File: config.mk
export PLATFORM = sky130hd
export DESIGN_NAME = rtc_top
export DESIGN_NICKNAME = d
export VERILOG_FILES = /design/src/include/rtc_pkg.sv /design/src/include/rtc_ctrl_if.sv /design/src/rtl/rtc_settle.sv /design/src/rtl/rtc_buffer_gain.sv /design/src/rtl/rtc_top.sv
export SDC_FILE = /design/constraint.sdc
export NUM_CORES = 1
export LEC_CHECK = 0
export ABC_AREA = 1
export BUFFER_PORTS_ARGS = -buffer_cell sky130_fd_sc_hd__buf_2
export CAP_MARGIN = 20
export CORE_MARGIN = 2
export CORE_UTILIZATION = 30
export CTS_BUF_LIST = sky130_fd_sc_hd__clkbuf_16
export DETAILED_ROUTE_END_ITERATION = 12
export PLACE_DENSITY_LB_ADDON = 0.3
export REMOVE_ABC_BUFFERS = 1
export SLEW_MARGIN = 20
export SYNTH_ARGS = -nofsm -noshare
export SYNTH_HDL_FRONTEND = slang
export SYNTH_HIERARCHICAL = 1
export SYNTH_SLANG_ARGS = --single-unit
File: constraint.sdc
create_clock -name clk_sys_i -period 1.93 [get_ports clk_sys_i]
set_input_delay 0 -clock clk_sys_i [delete_from_list [all_inputs] [get_ports clk_sys_i]]
set_output_delay 0 -clock clk_sys_i [all_outputs]
set_load 0.005 [all_outputs]
File: src/include/rtc_pkg.sv
// =====================================================================
// Shared constants for the reference and temperature control block
package rtc_pkg;

  // =====================================================================
  // Register map
  localparam logic [11:0] RTC_CTRL_ADDR   = 12'h20C;
  localparam logic [7:0]  RTC_CTRL_RESET  = 8'h00;
  localparam logic [7:0]  RTC_CTRL_WMASK  = 8'hBF;  // Ready bit is read-only

  // =====================================================================
  // Field positions in the control register
  localparam int CTRL_EN_BIT    = 7;
  localparam int CTRL_RDY_BIT   = 6;
  localparam int CTRL_TEMP_SENSE_ENABLE_BIT  = 5;
  localparam int CTRL_TEMP_RANGE_SELECT_BIT = 4;
  localparam int CTRL_B2_LSB    = 2;
  localparam int CTRL_B1_LSB    = 0;

  // =====================================================================
  // Buffer gain codes
  localparam logic [1:0] GAIN_OFF = 2'h0;
  localparam logic [1:0] GAIN_1X  = 2'h1;
  localparam logic [1:0] GAIN_2X  = 2'h2;
  localparam logic [1:0] GAIN_4X  = 2'h3;

  // =====================================================================
  // Settling time of the reference and buffers
  localparam int          CLK_PERIOD_NS  = 25;
  localparam int          SETTLE_TIME_NS = 2000;
  localparam int          SETTLE_CYCLES  = (SETTLE_TIME_NS + CLK_PERIOD_NS - 1) / CLK_PERIOD_NS;
  localparam logic [7:0]  SETTLE_LAST    = 8'(SETTLE_CYCLES - 1);

  // =====================================================================
  // Settling state machine
  typedef enum logic [2:0]
  {
    RTC_ST_IDLE   = 3'h1,
    RTC_ST_SETTLE = 3'h2,
    RTC_ST_READY  = 3'h4
  } rtc_settle_state_type;

endpackage

File: src/include/rtc_ctrl_if.sv
`timescale 1ns/1ps
// =====================================================================
// Link between the register file and the settling timer
interface rtc_ctrl_if;
  logic ref_en_next;  // Enable value taking effect at the coming edge
  logic ref_rise;     // Enable goes from zero to one at the coming edge
  logic ready;        // Registered ready flag

  modport ctrl
  (
    output ref_en_next,
    output ref_rise,
    input  ready
  );

  modport timer
  (
    input  ref_en_next,
    input  ref_rise,
    output ready
  );
endinterface

File: src/rtl/rtc_settle.sv
`timescale 1ns/1ps
// =====================================================================
// Settling timer: raises ready a fixed count after the reference is on
module rtc_settle
  import rtc_pkg::*;
(
  // Clock and reset
  input  wire logic      clk_sys_i,
  input  wire logic      sys_rst_i,
  // Control link
  rtc_ctrl_if.timer      ctl
);

  localparam int SETTLE_WAIT = SETTLE_CYCLES;

  rtc_settle_state_type state_reg;
  rtc_settle_state_type state_next;
  logic [7:0]           cnt_reg;
  logic [7:0]           cnt_next;
  logic                 ready_reg;
  logic                 ready_next;

  // =====================================================================
  // Next state; the enable is looked at one cycle early so ready drops
  // in the same cycle as the enable bit
  always_comb
  begin
    state_next = state_reg;
    cnt_next   = cnt_reg;
    if (!ctl.ref_en_next)
    begin
      state_next = RTC_ST_IDLE;
      cnt_next   = 8'h00;
    end
    else if (ctl.ref_rise)
    begin
      state_next = RTC_ST_SETTLE;
      cnt_next   = 8'h00;
    end
    else
    begin
      case (state_reg)
        RTC_ST_SETTLE:
        begin
          if (cnt_reg == SETTLE_LAST)
            state_next = RTC_ST_READY;
          else
            cnt_next = cnt_reg + 8'h01;
        end
        RTC_ST_READY:  state_next = RTC_ST_READY;
        RTC_ST_IDLE:   state_next = RTC_ST_IDLE;
        default:       state_next = RTC_ST_IDLE;
      endcase
    end
    ready_next = (state_next == RTC_ST_READY);
  end

  // Registers
  always_ff @(posedge clk_sys_i or posedge sys_rst_i)
  begin
    if (sys_rst_i)
    begin
      state_reg <= RTC_ST_IDLE;
      cnt_reg   <= 8'h00;
      ready_reg <= 1'b0;
    end
    else
    begin
      state_reg <= state_next;
      cnt_reg   <= cnt_next;
      ready_reg <= ready_next;
    end
  end

  assign ctl.ready = ready_reg;
endmodule

File: src/rtl/rtc_buffer_gain.sv
`timescale 1ns/1ps
// =====================================================================
// Gain decoder for one reference buffer
module rtc_buffer_gain
  import rtc_pkg::*;
(
  // Clock and reset
  input  wire logic       clk_sys_i,
  input  wire logic       sys_rst_i,
  // Control values taking effect at the coming edge
  input  wire logic       ref_en_next_i,
  input  wire logic [1:0] gain_code_next_i,
  // Buffer drive: one-hot 1x, 2x, 4x
  output logic      [2:0] gain_o,
  output logic            on_o
);

  logic [2:0] gain_reg;
  logic [2:0] gain_next;
  logic       on_reg;
  logic       on_next;

  // Code to one-hot gain
  function automatic logic [2:0] rtc_gain_onehot(input logic [1:0] code);
    case (code)
      GAIN_1X: rtc_gain_onehot = 3'h1;
      GAIN_2X: rtc_gain_onehot = 3'h2;
      GAIN_4X: rtc_gain_onehot = 3'h4;
      default: rtc_gain_onehot = 3'h0;
    endcase
  endfunction

  // =====================================================================
  // A buffer has nothing to amplify while the reference is off
  always_comb
  begin
    on_next   = ref_en_next_i && (gain_code_next_i != GAIN_OFF);
    gain_next = on_next ? rtc_gain_onehot(gain_code_next_i) : 3'h0;
  end

  // Registers
  always_ff @(posedge clk_sys_i or posedge sys_rst_i)
  begin
    if (sys_rst_i)
    begin
      gain_reg <= 3'h0;
      on_reg   <= 1'b0;
    end
    else
    begin
      gain_reg <= gain_next;
      on_reg   <= on_next;
    end
  end

  assign gain_o = gain_reg;
  assign on_o   = on_reg;
endmodule

File: src/rtl/rtc_top.sv
// Implementation choice: the APB interface to the registers.
`timescale 1ns/1ps
// Notes on behaviour
// - Control bit 7 switches the fixed reference on when one and off when zero.
// - Control bit 6 is a read-only ready flag, one only while the reference is usable.
// - After enabling, ready stays low until the circuits have settled, then hardware sets it.
// - Control bit 5 switches the die temperature sensor on when one and off when zero.
// - Control bit 4 picks the sensor range: one for three junction drops, zero for two.
// - Bits 3:2 set the second buffer gain: 11 is 4x, 10 is 2x, 01 is 1x, 00 is off.
// - Bits 1:0 set the first buffer gain with the same coding.
// - The second buffer feeds DAC and comparator, and the converter only as an input channel.
// - The first buffer is offered to the converter as positive reference and as a channel.
// - Reference and sensor controls share one 8-bit register at offset 0x020C.
// - The converter has a dedicated input channel for the sensor voltage.
module rtc_top
  import rtc_pkg::*;
(
  // Clock and reset
  input  wire logic        clk_sys_i,
  input  wire logic        sys_rst_i,
  // APB slave
  input  wire logic        psel_i,
  input  wire logic        penable_i,
  input  wire logic        pwrite_i,
  input  wire logic [11:0] paddr_i,
  input  wire logic [31:0] pwdata_i,
  input  wire logic [3:0]  pstrb_i,
  output logic      [31:0] prdata_o,
  output logic             pready_o,
  output logic             pslverr_o,
  // Reference and sensor controls
  output logic             fixed_reference_enable_o,
  output logic             fixed_reference_ready_o,
  output logic             temp_sense_enable_o,
  output logic             temp_range_select_o,
  // Buffer drive
  output logic      [2:0]  buffer1_gain_o,
  output logic             buffer1_adc_ref_o,
  output logic      [2:0]  buffer2_gain_o,
  output logic             buffer2_dac_cmp_o,
  // Converter channel availability: bit 0 buffer 1, bit 1 buffer 2, bit 2 sensor
  output logic      [2:0]  adc_channel_avail_o
);

  // =====================================================================
  // Declarations
  logic [7:0]  ctrl_reg;
  logic [7:0]  ctrl_next;
  logic [31:0] prdata_reg;
  logic [31:0] prdata_next;
  logic        pready_reg;
  logic        pready_next;
  logic        pslverr_reg;
  logic        pslverr_next;
  logic [2:0]  chan_reg;
  logic [2:0]  chan_next;
  logic        apb_setup;
  logic        apb_write;
  logic [7:0]  ctrl_readback;
  logic [2:0]  gain_w [2];
  logic        on_w   [2];

  rtc_ctrl_if ctl_if ();

  // Address decode, shared by read, write and error paths
  function automatic logic rtc_addr_hit(input logic [11:0] addr);
    rtc_addr_hit = (addr == RTC_CTRL_ADDR);
  endfunction

  // =====================================================================
  // APB phase detection
  assign apb_setup = psel_i && !penable_i;
  // Write lands only at the completing access edge, on byte lane 0
  assign apb_write = psel_i && penable_i && pready_reg && pwrite_i
                     && rtc_addr_hit(paddr_i) && pstrb_i[0];

  // Read view: ready comes from the timer, not from the stored bit
  always_comb
  begin
    ctrl_readback               = ctrl_reg;
    ctrl_readback[CTRL_RDY_BIT] = ctl_if.ready;
  end

  // =====================================================================
  // Bus answer: every transfer completes with no wait state, so pready
  // is registered from the setup cycle and stands for the access cycle
  always_comb
  begin
    pready_next  = apb_setup;
    pslverr_next = apb_setup && !rtc_addr_hit(paddr_i);
    prdata_next  = prdata_reg;
    if (apb_setup)
    begin
      if (!pwrite_i && rtc_addr_hit(paddr_i))
        prdata_next = {24'h000000, ctrl_readback};
      else
        prdata_next = 32'h00000000;
    end
  end

  // Bus registers
  always_ff @(posedge clk_sys_i or posedge sys_rst_i)
  begin
    if (sys_rst_i)
    begin
      pready_reg  <= 1'b0;
      pslverr_reg <= 1'b0;
      prdata_reg  <= 32'h00000000;
    end
    else
    begin
      pready_reg  <= pready_next;
      pslverr_reg <= pslverr_next;
      prdata_reg  <= prdata_next;
    end
  end

  // =====================================================================
  // Control register; the ready position is never stored
  always_comb
  begin
    ctrl_next = ctrl_reg;
    if (apb_write)
      ctrl_next = pwdata_i[7:0] & RTC_CTRL_WMASK;
  end

  // Converter channels follow the sources that feed them
  always_comb
  begin
    chan_next    = 3'h0;
    chan_next[0] = ctrl_next[CTRL_EN_BIT] && (ctrl_next[CTRL_B1_LSB +: 2] != GAIN_OFF);
    chan_next[1] = ctrl_next[CTRL_EN_BIT] && (ctrl_next[CTRL_B2_LSB +: 2] != GAIN_OFF);
    chan_next[2] = ctrl_next[CTRL_TEMP_SENSE_ENABLE_BIT];
  end

  // Control registers
  always_ff @(posedge clk_sys_i or posedge sys_rst_i)
  begin
    if (sys_rst_i)
    begin
      ctrl_reg <= RTC_CTRL_RESET;
      chan_reg <= 3'h0;
    end
    else
    begin
      ctrl_reg <= ctrl_next;
      chan_reg <= chan_next;
    end
  end

  // =====================================================================
  // Settling timer, fed one cycle early so ready tracks the enable bit
  assign ctl_if.ref_en_next = ctrl_next[CTRL_EN_BIT];
  assign ctl_if.ref_rise    = ctrl_next[CTRL_EN_BIT] && !ctrl_reg[CTRL_EN_BIT];

  rtc_settle u_settle
  (
    .clk_sys_i (clk_sys_i),
    .sys_rst_i (sys_rst_i),
    .ctl       (ctl_if.timer)
  );

  // =====================================================================
  // Two identical buffer decoders, buffer 1 at index 0
  generate
    for (genvar i = 0; i < 2; i++)
    begin : g_buf
      rtc_buffer_gain u_gain
      (
        .clk_sys_i        (clk_sys_i),
        .sys_rst_i        (sys_rst_i),
        .ref_en_next_i    (ctrl_next[CTRL_EN_BIT]),
        .gain_code_next_i (ctrl_next[2*i +: 2]),
        .gain_o           (gain_w[i]),
        .on_o             (on_w[i])
      );
    end
  endgenerate

  // =====================================================================
  // Outputs, all taken straight from flip-flops
  assign prdata_o                 = prdata_reg;
  assign pready_o                 = pready_reg;
  assign pslverr_o                = pslverr_reg;
  assign fixed_reference_enable_o = ctrl_reg[CTRL_EN_BIT];
  assign fixed_reference_ready_o  = ctl_if.ready;
  assign temp_sense_enable_o      = ctrl_reg[CTRL_TEMP_SENSE_ENABLE_BIT];
  assign temp_range_select_o      = ctrl_reg[CTRL_TEMP_RANGE_SELECT_BIT];
  assign buffer1_gain_o           = gain_w[0];
  // first buffer is the only converter reference
  assign buffer1_adc_ref_o        = on_w[0];
  assign buffer2_gain_o           = gain_w[1];
  assign buffer2_dac_cmp_o        = on_w[1];
  assign adc_channel_avail_o      = chan_reg;
endmodule

==> results.toml, run 1 <==
[critical_path]
path_max_fanout = 10
path_class = "reg2reg"
endpoint_kind = "register"
cp-start-kind = "register"
crit_start = "pready_o$_DFF_PP0_"
crit_required_ps = 2140
cp.arrival_ps = 1920
timing.rr.start = "pready_o$_DFF_PP0_"

[yosys]
syn_inst = 246
yosysSeqAreaShare_pct = 47.3
synthMuxAreaShare_pct = 0
synth_top_family_by_area = "simple AND/OR/NAND/NOR gates"
synthXorXnorAreaFrac_pct = 0.424
avgSynthCellArea_sq_um = 8.40
yosys.area_share.simple_pct = 30.3
yosysWarnings = 6
synth-seq-cells = 39
synth_compound_area_share_pct = 4.90
synth_cell_types = 27
synthAdderAreaFrac_pct = 0.605
syn_area_sq_um = 2070

[power_and_ir_drop]
leakagePower_uw = 0.00138
power_density_nw_per_um2 = 817
p_total_uw = 2070
ir_worst_vdd_v = 0.000471

[min_path]
hp-class = "in2reg"
holdCritStartpoint = "psel_i"

[layout]
antenna_cells = 0
final_common_cell = "nand2_1"
multi_input_comb_area_sq_um = 838
nNetsFinal = 360
final_cell_area_sq_um = 2530
layout-drive-gt1-share_pct = 27.4
fill_cells = 710
regArea_sq_um = 977
area_growth_pct = 22.6
final_cell_mix = "nand2_1 (53), buf_2 (49), dfrtp_1 (38)"

[route]
drc = 0
vias_per_cell = 4.12
drtIter0Drc = 25
firstDrtPassIters = 4
via_count = 1593
drt-total-wl_microns = 3890
wl_per_cell_microns = 10.0
ant_nets = 0

[placement]
dpl_cell_area_sq_um = 2330
io_buffer_count = 49
dp_hpwl_microns = 3090
globalplace.congestion = 0.793

[timing]
worst_pin_slew_ps = 720
relSlewSlack_pct = 51.9
skew_ps = 3.59
min_period_ps = 1710
min_period_over_period_pct = 88.7
rsz0062_at_grt = "false"
finalHoldViolations = 0
setup_violations = 0
hold_slack_ps = 19.5
tns_ps = 0
slew_violations = 0
max_freq_mhz = 584

[job]
maxCapViolCount = 0

[global_routing]
grt_first_pass_wirelength_microns = 6650
grt_max_degree = 20
antenna_found_initial = 0
first_global_vias = 1538
grt_usage_pct = 11.3
grt_overflow = 0

[clock_network]
cts_num_sinks = 39
root_buffer = "clkbuf_16"
htree_levels = 2
cts-resized-gates = 0
clk_latency_ps = 280
cts_made_buffers = 5
tritoncts = "yes"
path_clk_slew_ps = 60
cts.path.max_buffers = 2

[die]
pin_count = 102
start_util_pct = 30.8
core_sq_um = 6720
die_h_microns = 87.0
dieArea_sq_um = 7570
num_rows = 30
die_x_microns = 87.0

[outcome]
outcome = "finished, final reports clean"
cells in the mapped netlist, drive strengths merged:
master	count	area [sq um]
nand2	59	246
inv	40	150
dfrtp	38	951
nor2	36	203
buf	25	188
nand3	12	90.1
o21ai	12	67.6
nand4	7	43.8
a21oi	6	33.8
nor3	3	15.0
nand3b	2	15.0
and2	1	6.26
conb	1	3.75
dfstp	1	26.3
ha	1	12.5
or2	1	6.26
xor2	1	8.76
stage by stage:
| stage | util (%) | std cells | setup WS, ps |
|---|---|---|---|
| 2_1_floorplan | - | 244 | 202 |
| 3_3_place_gp | 34.6 | 375 | 205 |
| 3_5_place_dp | 34.6 | 375 | 194 |
| 4_1_cts | 37.7 | 387 | 174 |
| 5_1_grt | 37.7 | 387 | 2.10 |
| 6_report | 37.7 | 387 | 219 |
layer usage:
metal	routed length, microns	track usage (%)	up-vias
met1	1690	13.0	723
met5	0	0	-
li1	-	-	827
met3	220	3.89	5
met4	44	3.41	0
met2	1930	19.6	38
final cells by class:
| cell class | count | share of cell area (%) |
|---|---|---|
| inverters | 40 | 5.92 |
| repair buffers | 55 | 11.8 |
| multi-input cells | 165 | 33.1 |
| clock inverters | 3 | 1.73 |
| clock buffers | 5 | 4.94 |
| flip-flops and latches | 39 | 38.5 |
| well taps | 80 | 3.95 |
critical path, cell delays in order, from the launching register on:
cell and delay [ps]:
dfrtp_1 340, nand3_1 110, nor2_4 190, nand3_4 160, o21ai_2 190, inv_1 80, inv_1 190, nor2_8 80
nand2_4 110, nand2_1 70, a21oi_2 110
where the power goes:
part	switching, uW	internal (uW)	total [uW]
clock network	316	609	924
logic	142	92.7	235
registers	48.4	864	912
worst paths after layout:
check                                                      endpoint  slack (ps)  depth (start not counted)
worst max-delay path                u_settle/cnt_reg[2]$_DFFE_PP0P_         220                         10
min in group asynchronous       g_buf[1].u_gain/gain_o[0]$_DFF_PP0_         180                          3
worst min-delay path                             pready_o$_DFF_PP0_          20                          3
max in group asynchronous                     ctrl_reg[7]$_DFF_PP0_        1050                          3
worst min register to register              prdata_o[3]$_DFFE_PP0P_         480                          2
worst max register to register      u_settle/cnt_reg[2]$_DFFE_PP0P_         220                         10
cells by family after synthesis:
group	Yosys count
AO/OA/AOI/OAI	18
other	1
adder cells (fa/ha/maj)	1
buffers and inverters	65
AND/OR/NAND/NOR	121
XOR/XNOR	1
flip-flops	39
repair_timing:
| item | in CTS | in global routing |
|---|---|---|
| hold endpoints to repair | 41 | 0 |
| hold buffers | 4 | 0 |
| buffers inserted | 0 | 0 |
Power figures use the tool's default switching activity.
==> run 2, diff against run 1 <==
--- a/config.mk
+++ b/config.mk
@@ -8,10 +8,13 @@
 export ABC_AREA = 1
 export BUFFER_PORTS_ARGS = -buffer_cell sky130_fd_sc_hd__buf_2
 export CAP_MARGIN = 20
+export CELL_PAD_IN_SITES_DETAIL_PLACEMENT = 0
+export CELL_PAD_IN_SITES_GLOBAL_PLACEMENT = 2
 export CORE_MARGIN = 2
-export CORE_UTILIZATION = 30
+export CORE_UTILIZATION = 25
 export CTS_BUF_LIST = sky130_fd_sc_hd__clkbuf_16
 export DETAILED_ROUTE_END_ITERATION = 12
+export GPL_TIMING_DRIVEN = 0
 export PLACE_DENSITY_LB_ADDON = 0.3
 export REMOVE_ABC_BUFFERS = 1
 export SLEW_MARGIN = 20
==> results.toml, run 2 (same netlist as run 1, synthesis figures left out) <==
[route]
via_count = 1654
drc = 0
firstDrtPassIters = 4
ant_nets = 0
vias_per_cell = 3.96
drt-total-wl_microns = 4430
drtIter0Drc = 26
wl_per_cell_microns = 10.6

[die]
num_rows = 33
die_x_microns = 94.9
core_sq_um = 8130
start_util_pct = 25.4
die_h_microns = 94.9
dieArea_sq_um = 9010
pin_count = 102

[placement]
dp_hpwl_microns = 3370
globalplace.congestion = 0.710
pre_cts_slack_ps = -136
dpl_cell_area_sq_um = 2340
io_buffer_count = 49

[clock_network]
htree_levels = 2
path_clk_slew_ps = 60
cts_made_buffers = 5
tritoncts = "yes"
cts_num_sinks = 39
root_buffer = "clkbuf_16"
cts.path.max_buffers = 2
clk_latency_ps = 280

[timing]
setup_ws_ps = 161
rsz0062_at_grt = "false"
slew_violations = 0
worst_pin_slew_ps = 727
skew_ps = 3.45
min_period_ps = 1770
max_freq_mhz = 565
setup_violations = 0
finalHoldViolations = 0
min_period_over_period_pct = 91.7
relSlewSlack_pct = 51.5

[layout]
area_growth_pct = 26.6
final_cell_mix = "nand2_1 (53), buf_2 (49), dfrtp_1 (38)"
antenna_cells = 0
final_common_cell = "nand2_1"
layout-drive-gt1-share_pct = 29.4
nNetsFinal = 366
final_cell_area_sq_um = 2620

[global_routing]
grt_first_pass_wirelength_microns = 7150
grt_usage_pct = 10.5
first_global_vias = 1544
antenna_found_initial = 0
grt_max_degree = 20
grt_overflow = 0

[outcome]
outcome = "finished, final reports clean"

[power_and_ir_drop]
clkPwrFrac_pct = 40.8
internal_power_uw = 1430
power_density_nw_per_um2 = 747
seqPwrFrac_pct = 46.8
ir_worst_vdd_v = 0.000434
pwr-share-comb_pct = 12.4
p_switching_uw = 524
p_sw_share_pct = 26.8
leakagePower_uw = 0.00140

[critical_path]
crit_required_ps = 2100
critPathMaxStageDelay_ps = 530
path_max_fanout = 8
cp.arrival_ps = 1940
endpoint_kind = "register"
cp-start-kind = "input pin"
crit_top_cell = "nand2_1"
worstPathCellList = "dlygate4sd3_1 -> buf_2 -> nand3_1 -> nor2_4 -> nand3_4 -> nand2_1 -> o21ai_2 -> inv_4 -> clkinvlp_4 -> nor2_8 -> nand2_4 -> nand2_1 -> a21oi_2"
rrSetupSlack_ps = 180
path_class = "in2reg"
cpMaxStageDelayCell = "dlygate4sd3_1"

[min_path]
hp-class = "in2reg"

[job]
maxCapViolCount = 0
## run 2: repair_timing
action                     4_1_cts  5_1_grt
resized for setup                2        3
hold buffers                     4        0
pin swaps                        0        4
cloned                           0        1
setup endpoints to repair        8       10
hold endpoints to repair        41        0
setup buffers                    0        7
## run 2: through the flow
step           util (%)  instances  power, uW  setup TNS, ps  hold slack, ps
3_5_place_dp       28.8        398       1170           -619           -74.7
5_1_grt            32.2        418       2060              0            45.4
4_1_cts            31.1        410       1980              0            35.8
3_3_place_gp       28.8        398       1160           -310           -79.1
6_report           32.2        418       1950              0            36.1
2_1_floorplan         -        244       1090              0            -234
## run 2: per-layer routing
metal  vias to the layer above  track usage, %  wire (microns)
li1                        839               -               -
met1                       772            12.4            2000
met2                        36            18.2            2170
met3                         7            2.95             207
met4                         0            3.62              61
met5                         -               0               0
## run 2: power by group through the flow
| stage | registers (uW) | logic (uW) | clock network, uW |
|---|---|---|---|
| floorplan | 916 | 173 | 0 |
| global placement | 926 | 232 | 0 |
| global route | 922 | 276 | 859 |
| finish | 915 | 243 | 798 |
| detailed placement | 927 | 241 | 0 |
| CTS | 915 | 245 | 818 |
## run 2: path summary, 6_finish.rpt
kind                                              start                             endpoint  depth (start not counted)
worst max-delay path                          penable_i      u_settle/cnt_reg[2]$_DFFE_PP0P_                         13
worst min-delay path                             psel_i                   pready_o$_DFF_PP0_                          3
worst max register to register       pready_o$_DFF_PP0_      u_settle/cnt_reg[2]$_DFFE_PP0P_                         11
worst min register to register  prdata_o[3]$_DFFE_PP0P_              prdata_o[3]$_DFFE_PP0P_                          2
max in group asynchronous                     sys_rst_i                ctrl_reg[7]$_DFF_PP0_                          3
min in group asynchronous                     sys_rst_i  g_buf[0].u_gain/gain_o[1]$_DFF_PP0_                          3
## run 2: cell type report
cell class	count	area [sq um]
clock inverter	3	16.3
multi-input combinational	166	861
fill	888	5520
inverter	40	156
clock buffer	5	125
tap	105	131
sequential	39	977
timing repair buffer	60	350
## run 2: worst max-delay path, delay by kind of cell
kind | cells | cell delay [ps]
AO/OA/AOI/OAI | 2 | 130
AND/OR/NAND/NOR | 7 | 840
buffers and inverters | 4 | 970
==> run 3, diff against run 2 <==
--- a/config.mk
+++ b/config.mk
@@ -5,13 +5,13 @@
 export SDC_FILE = /design/constraint.sdc
 export NUM_CORES = 1
 export LEC_CHECK = 0
-export ABC_AREA = 1
+export ABC_AREA = 0
 export BUFFER_PORTS_ARGS = -buffer_cell sky130_fd_sc_hd__buf_2
 export CAP_MARGIN = 20
 export CELL_PAD_IN_SITES_DETAIL_PLACEMENT = 0
 export CELL_PAD_IN_SITES_GLOBAL_PLACEMENT = 2
 export CORE_MARGIN = 2
-export CORE_UTILIZATION = 25
+export CORE_UTILIZATION = 26
 export CTS_BUF_LIST = sky130_fd_sc_hd__clkbuf_16
 export DETAILED_ROUTE_END_ITERATION = 12
 export GPL_TIMING_DRIVEN = 0
==> results.toml, run 3 <==
[yosys]
synthArstFlopShare_pct = 100
yosysSeqAreaShare_pct = 52.8
synth_cell_types = 37
yosysMostFrequentCell = "dfrtp_1"
synth_top_area_share_pct = 51.4
synth_common_cells = "dfrtp_1 (38), buf_4 (25), a22o_1 (8), nand2_1 (8)"
syn_inst = 160
synth_top_area_cell = "dfrtp_1"
yosysWarnings = 6
ys.flop_type = "dfrtp_1"
syn_area_sq_um = 1850
synth_edf_count = 0
synth_area_leaders = "dfrtp_1 (51%), buf_4 (10%), mux2_2 (4.3%), a22o_1 (3.8%), mux2i_1 (2.7%)"
avgSynthCellArea_sq_um = 11.6
synth-seq-cells = 39

[critical_path]
reg2reg_to = "u_settle/cnt_reg[3]$_DFFE_PP0P_"
cpMaxStageDelayCell = "nor4_4"
endpoint_kind = "register"
path_max_fanout = 13
reg2reg_depth = 5
cp-start-kind = "input pin"
timing.rr.start = "pready_o$_DFF_PP0_"
cp.arrival_ps = 1930
worstPathCellList = "buf_2 -> nor4_1 -> nand4_1 -> nor4_4 -> mux2_4 -> or2b_2 -> a311oi_1"
critPathMaxStageDelay_ps = 420
crit_required_ps = 2110
path_class = "in2reg"
rrSetupSlack_ps = 200

[die]
core_sq_um = 6830
dieArea_sq_um = 7810
die_x_microns = 88.4
pin_count = 102
num_rows = 30
start_util_pct = 27.1
die_h_microns = 88.4

[clock_network]
clk_latency_ps = 280
tritoncts = "yes"
cts_num_sinks = 39
cts.path.max_buffers = 2
root_buffer = "clkbuf_16"
cts_made_buffers = 5
htree_levels = 2
path_clk_slew_ps = 60

[layout]
layoutNonFillerInstCount = 313
fill_cells = 698
final_cell_mix = "buf_2 (49), dfrtp_1 (38), conb_1 (24)"
area_growth_pct = 25.6
nNetsFinal = 270
antenna_cells = 0
final_common_cell = "buf_2"
layout-drive-gt1-share_pct = 34.1

[global_routing]
grt_usage_pct = 10.1
first_global_vias = 1272
antenna_found_initial = 0
grt_max_degree = 20
grt_overflow = 0
grt_first_pass_wirelength_microns = 6080

[timing]
tns_ps = 0
worst_pin_slew_ps = 783
hold_slack_ps = 22.8
min_period_ps = 1750
relSlewSlack_pct = 47.4
skew_ps = 1.55
setup_violations = 0
finalHoldViolations = 0
setup_ws_ps = 182
min_period_over_period_pct = 90.6
max_freq_mhz = 572
slew_violations = 0

[min_path]
holdCritStartpoint = "pwdata_i[3]"
hp-class = "in2reg"
min_path_cells = 2
min_to = "ctrl_reg[3]$_DFF_PP0_"

[route]
ant_nets = 0
drt-total-wl_microns = 3760
drc = 0
via_count = 1306
wl_per_cell_microns = 12.0
firstDrtPassIters = 4
vias_per_cell = 4.17
drtIter0Drc = 21

[placement]
pre_cts_slack_ps = -652
io_buffer_count = 49
dp_cells = 301
dp_hpwl_microns = 2770
globalplace.congestion = 0.703

[power_and_ir_drop]
ir_worst_vdd_v = 0.000295
leakagePower_uw = 0.00118
power_density_nw_per_um2 = 782

[outcome]
outcome = "finished, final reports clean"

[job]
maxCapViolCount = 0
-- run 3: through the flow --
stage                     cell area (sq um)  util (%)  power (uW)
after floorplan                        1740         -         868
after global placement                 2110      30.8         905
after detailed placement               2110      30.8         904
after CTS                              2310      33.8        1850
after global routing                   2320      34.0        1900
final                                  2320      34.0        1820
-- run 3: power breakdown --
part / leakage [uW] / internal [uW] / switching, uW
sequential: 0.000540 / 820 / 0.646
combinational: 0.000559 / 26.9 / 45.9
clock: 0.0000838 / 609 / 315
total: 0.00118 / 1460 / 362
-- run 3: cell families (layout without fill, tap and decap cells) --
group / after synthesis / after routing / share of synthesized area (%)
buffers and inverters: 33 / 67 / 11.8
AO/OA/AOI/OAI: 31 / 31 / 11.4
other: 1 / 24 / 0.203
multiplexers: 12 / 12 / 6.96
adder cells (fa/ha/maj): 1 / 1 / 0.676
AND/OR/NAND/NOR: 43 / 43 / 16.1
flip-flops: 39 / 39 / 52.8
-- run 3: repair_timing --
action / 4_1_cts / 5_1_grt
gates resized for setup: 0 / 3
hold buffers: 3 / 0
endpoints found under the hold margin: 40 / 0
setup endpoints to repair: 16 / 7
gates cloned: 0 / 0
buffers inserted: 1 / 0
pin swaps: 1 / 0
-- run 3: worst max path at each step --
stage	from	to	slack, ps	cells past startpoint
2_1_floorplan	paddr_i[7]	u_settle/cnt_reg[3]$_DFFE_PP0P_	-140	5
3_3_place_gp	paddr_i[11]	u_settle/cnt_reg[2]$_DFFE_PP0P_	-670	7
3_5_place_dp	paddr_i[7]	u_settle/cnt_reg[1]$_DFFE_PP0P_	-650	7
4_1_cts	paddr_i[11]	u_settle/cnt_reg[1]$_DFFE_PP0P_	90	8
5_1_grt	paddr_i[11]	u_settle/cnt_reg[2]$_DFFE_PP0P_	-1	7
6_report	paddr_i[11]	u_settle/cnt_reg[3]$_DFFE_PP0P_	180	7
-- run 3: final cells by class --
class | instances | area (sq um) | share of cell area, %
sequential | 39 | 977 | 42.0
multi-input combinational | 111 | 753 | 32.4
timing repair buffer | 53 | 283 | 12.2
clock buffer | 5 | 125 | 5.38
tap | 96 | 120 | 5.17
clock inverter | 3 | 43.8 | 1.88
inverter | 6 | 22.5 | 0.969
-- run 3: worst max-delay path: cells and delay by family --
family          cells  cell delay, ps
buf+inv             1             100
compound gates      1             220
simple gates        4            1310
mux                 1             290
-- run 3: metal layers --
metal | part of all wire (%) | global-route usage, %
met1 | 45 | 13.0
met2 | 47 | 16.5
met3 | 7.5 | 3.17
met4 | 0.99 | 2.89
met5 | 0 | 0
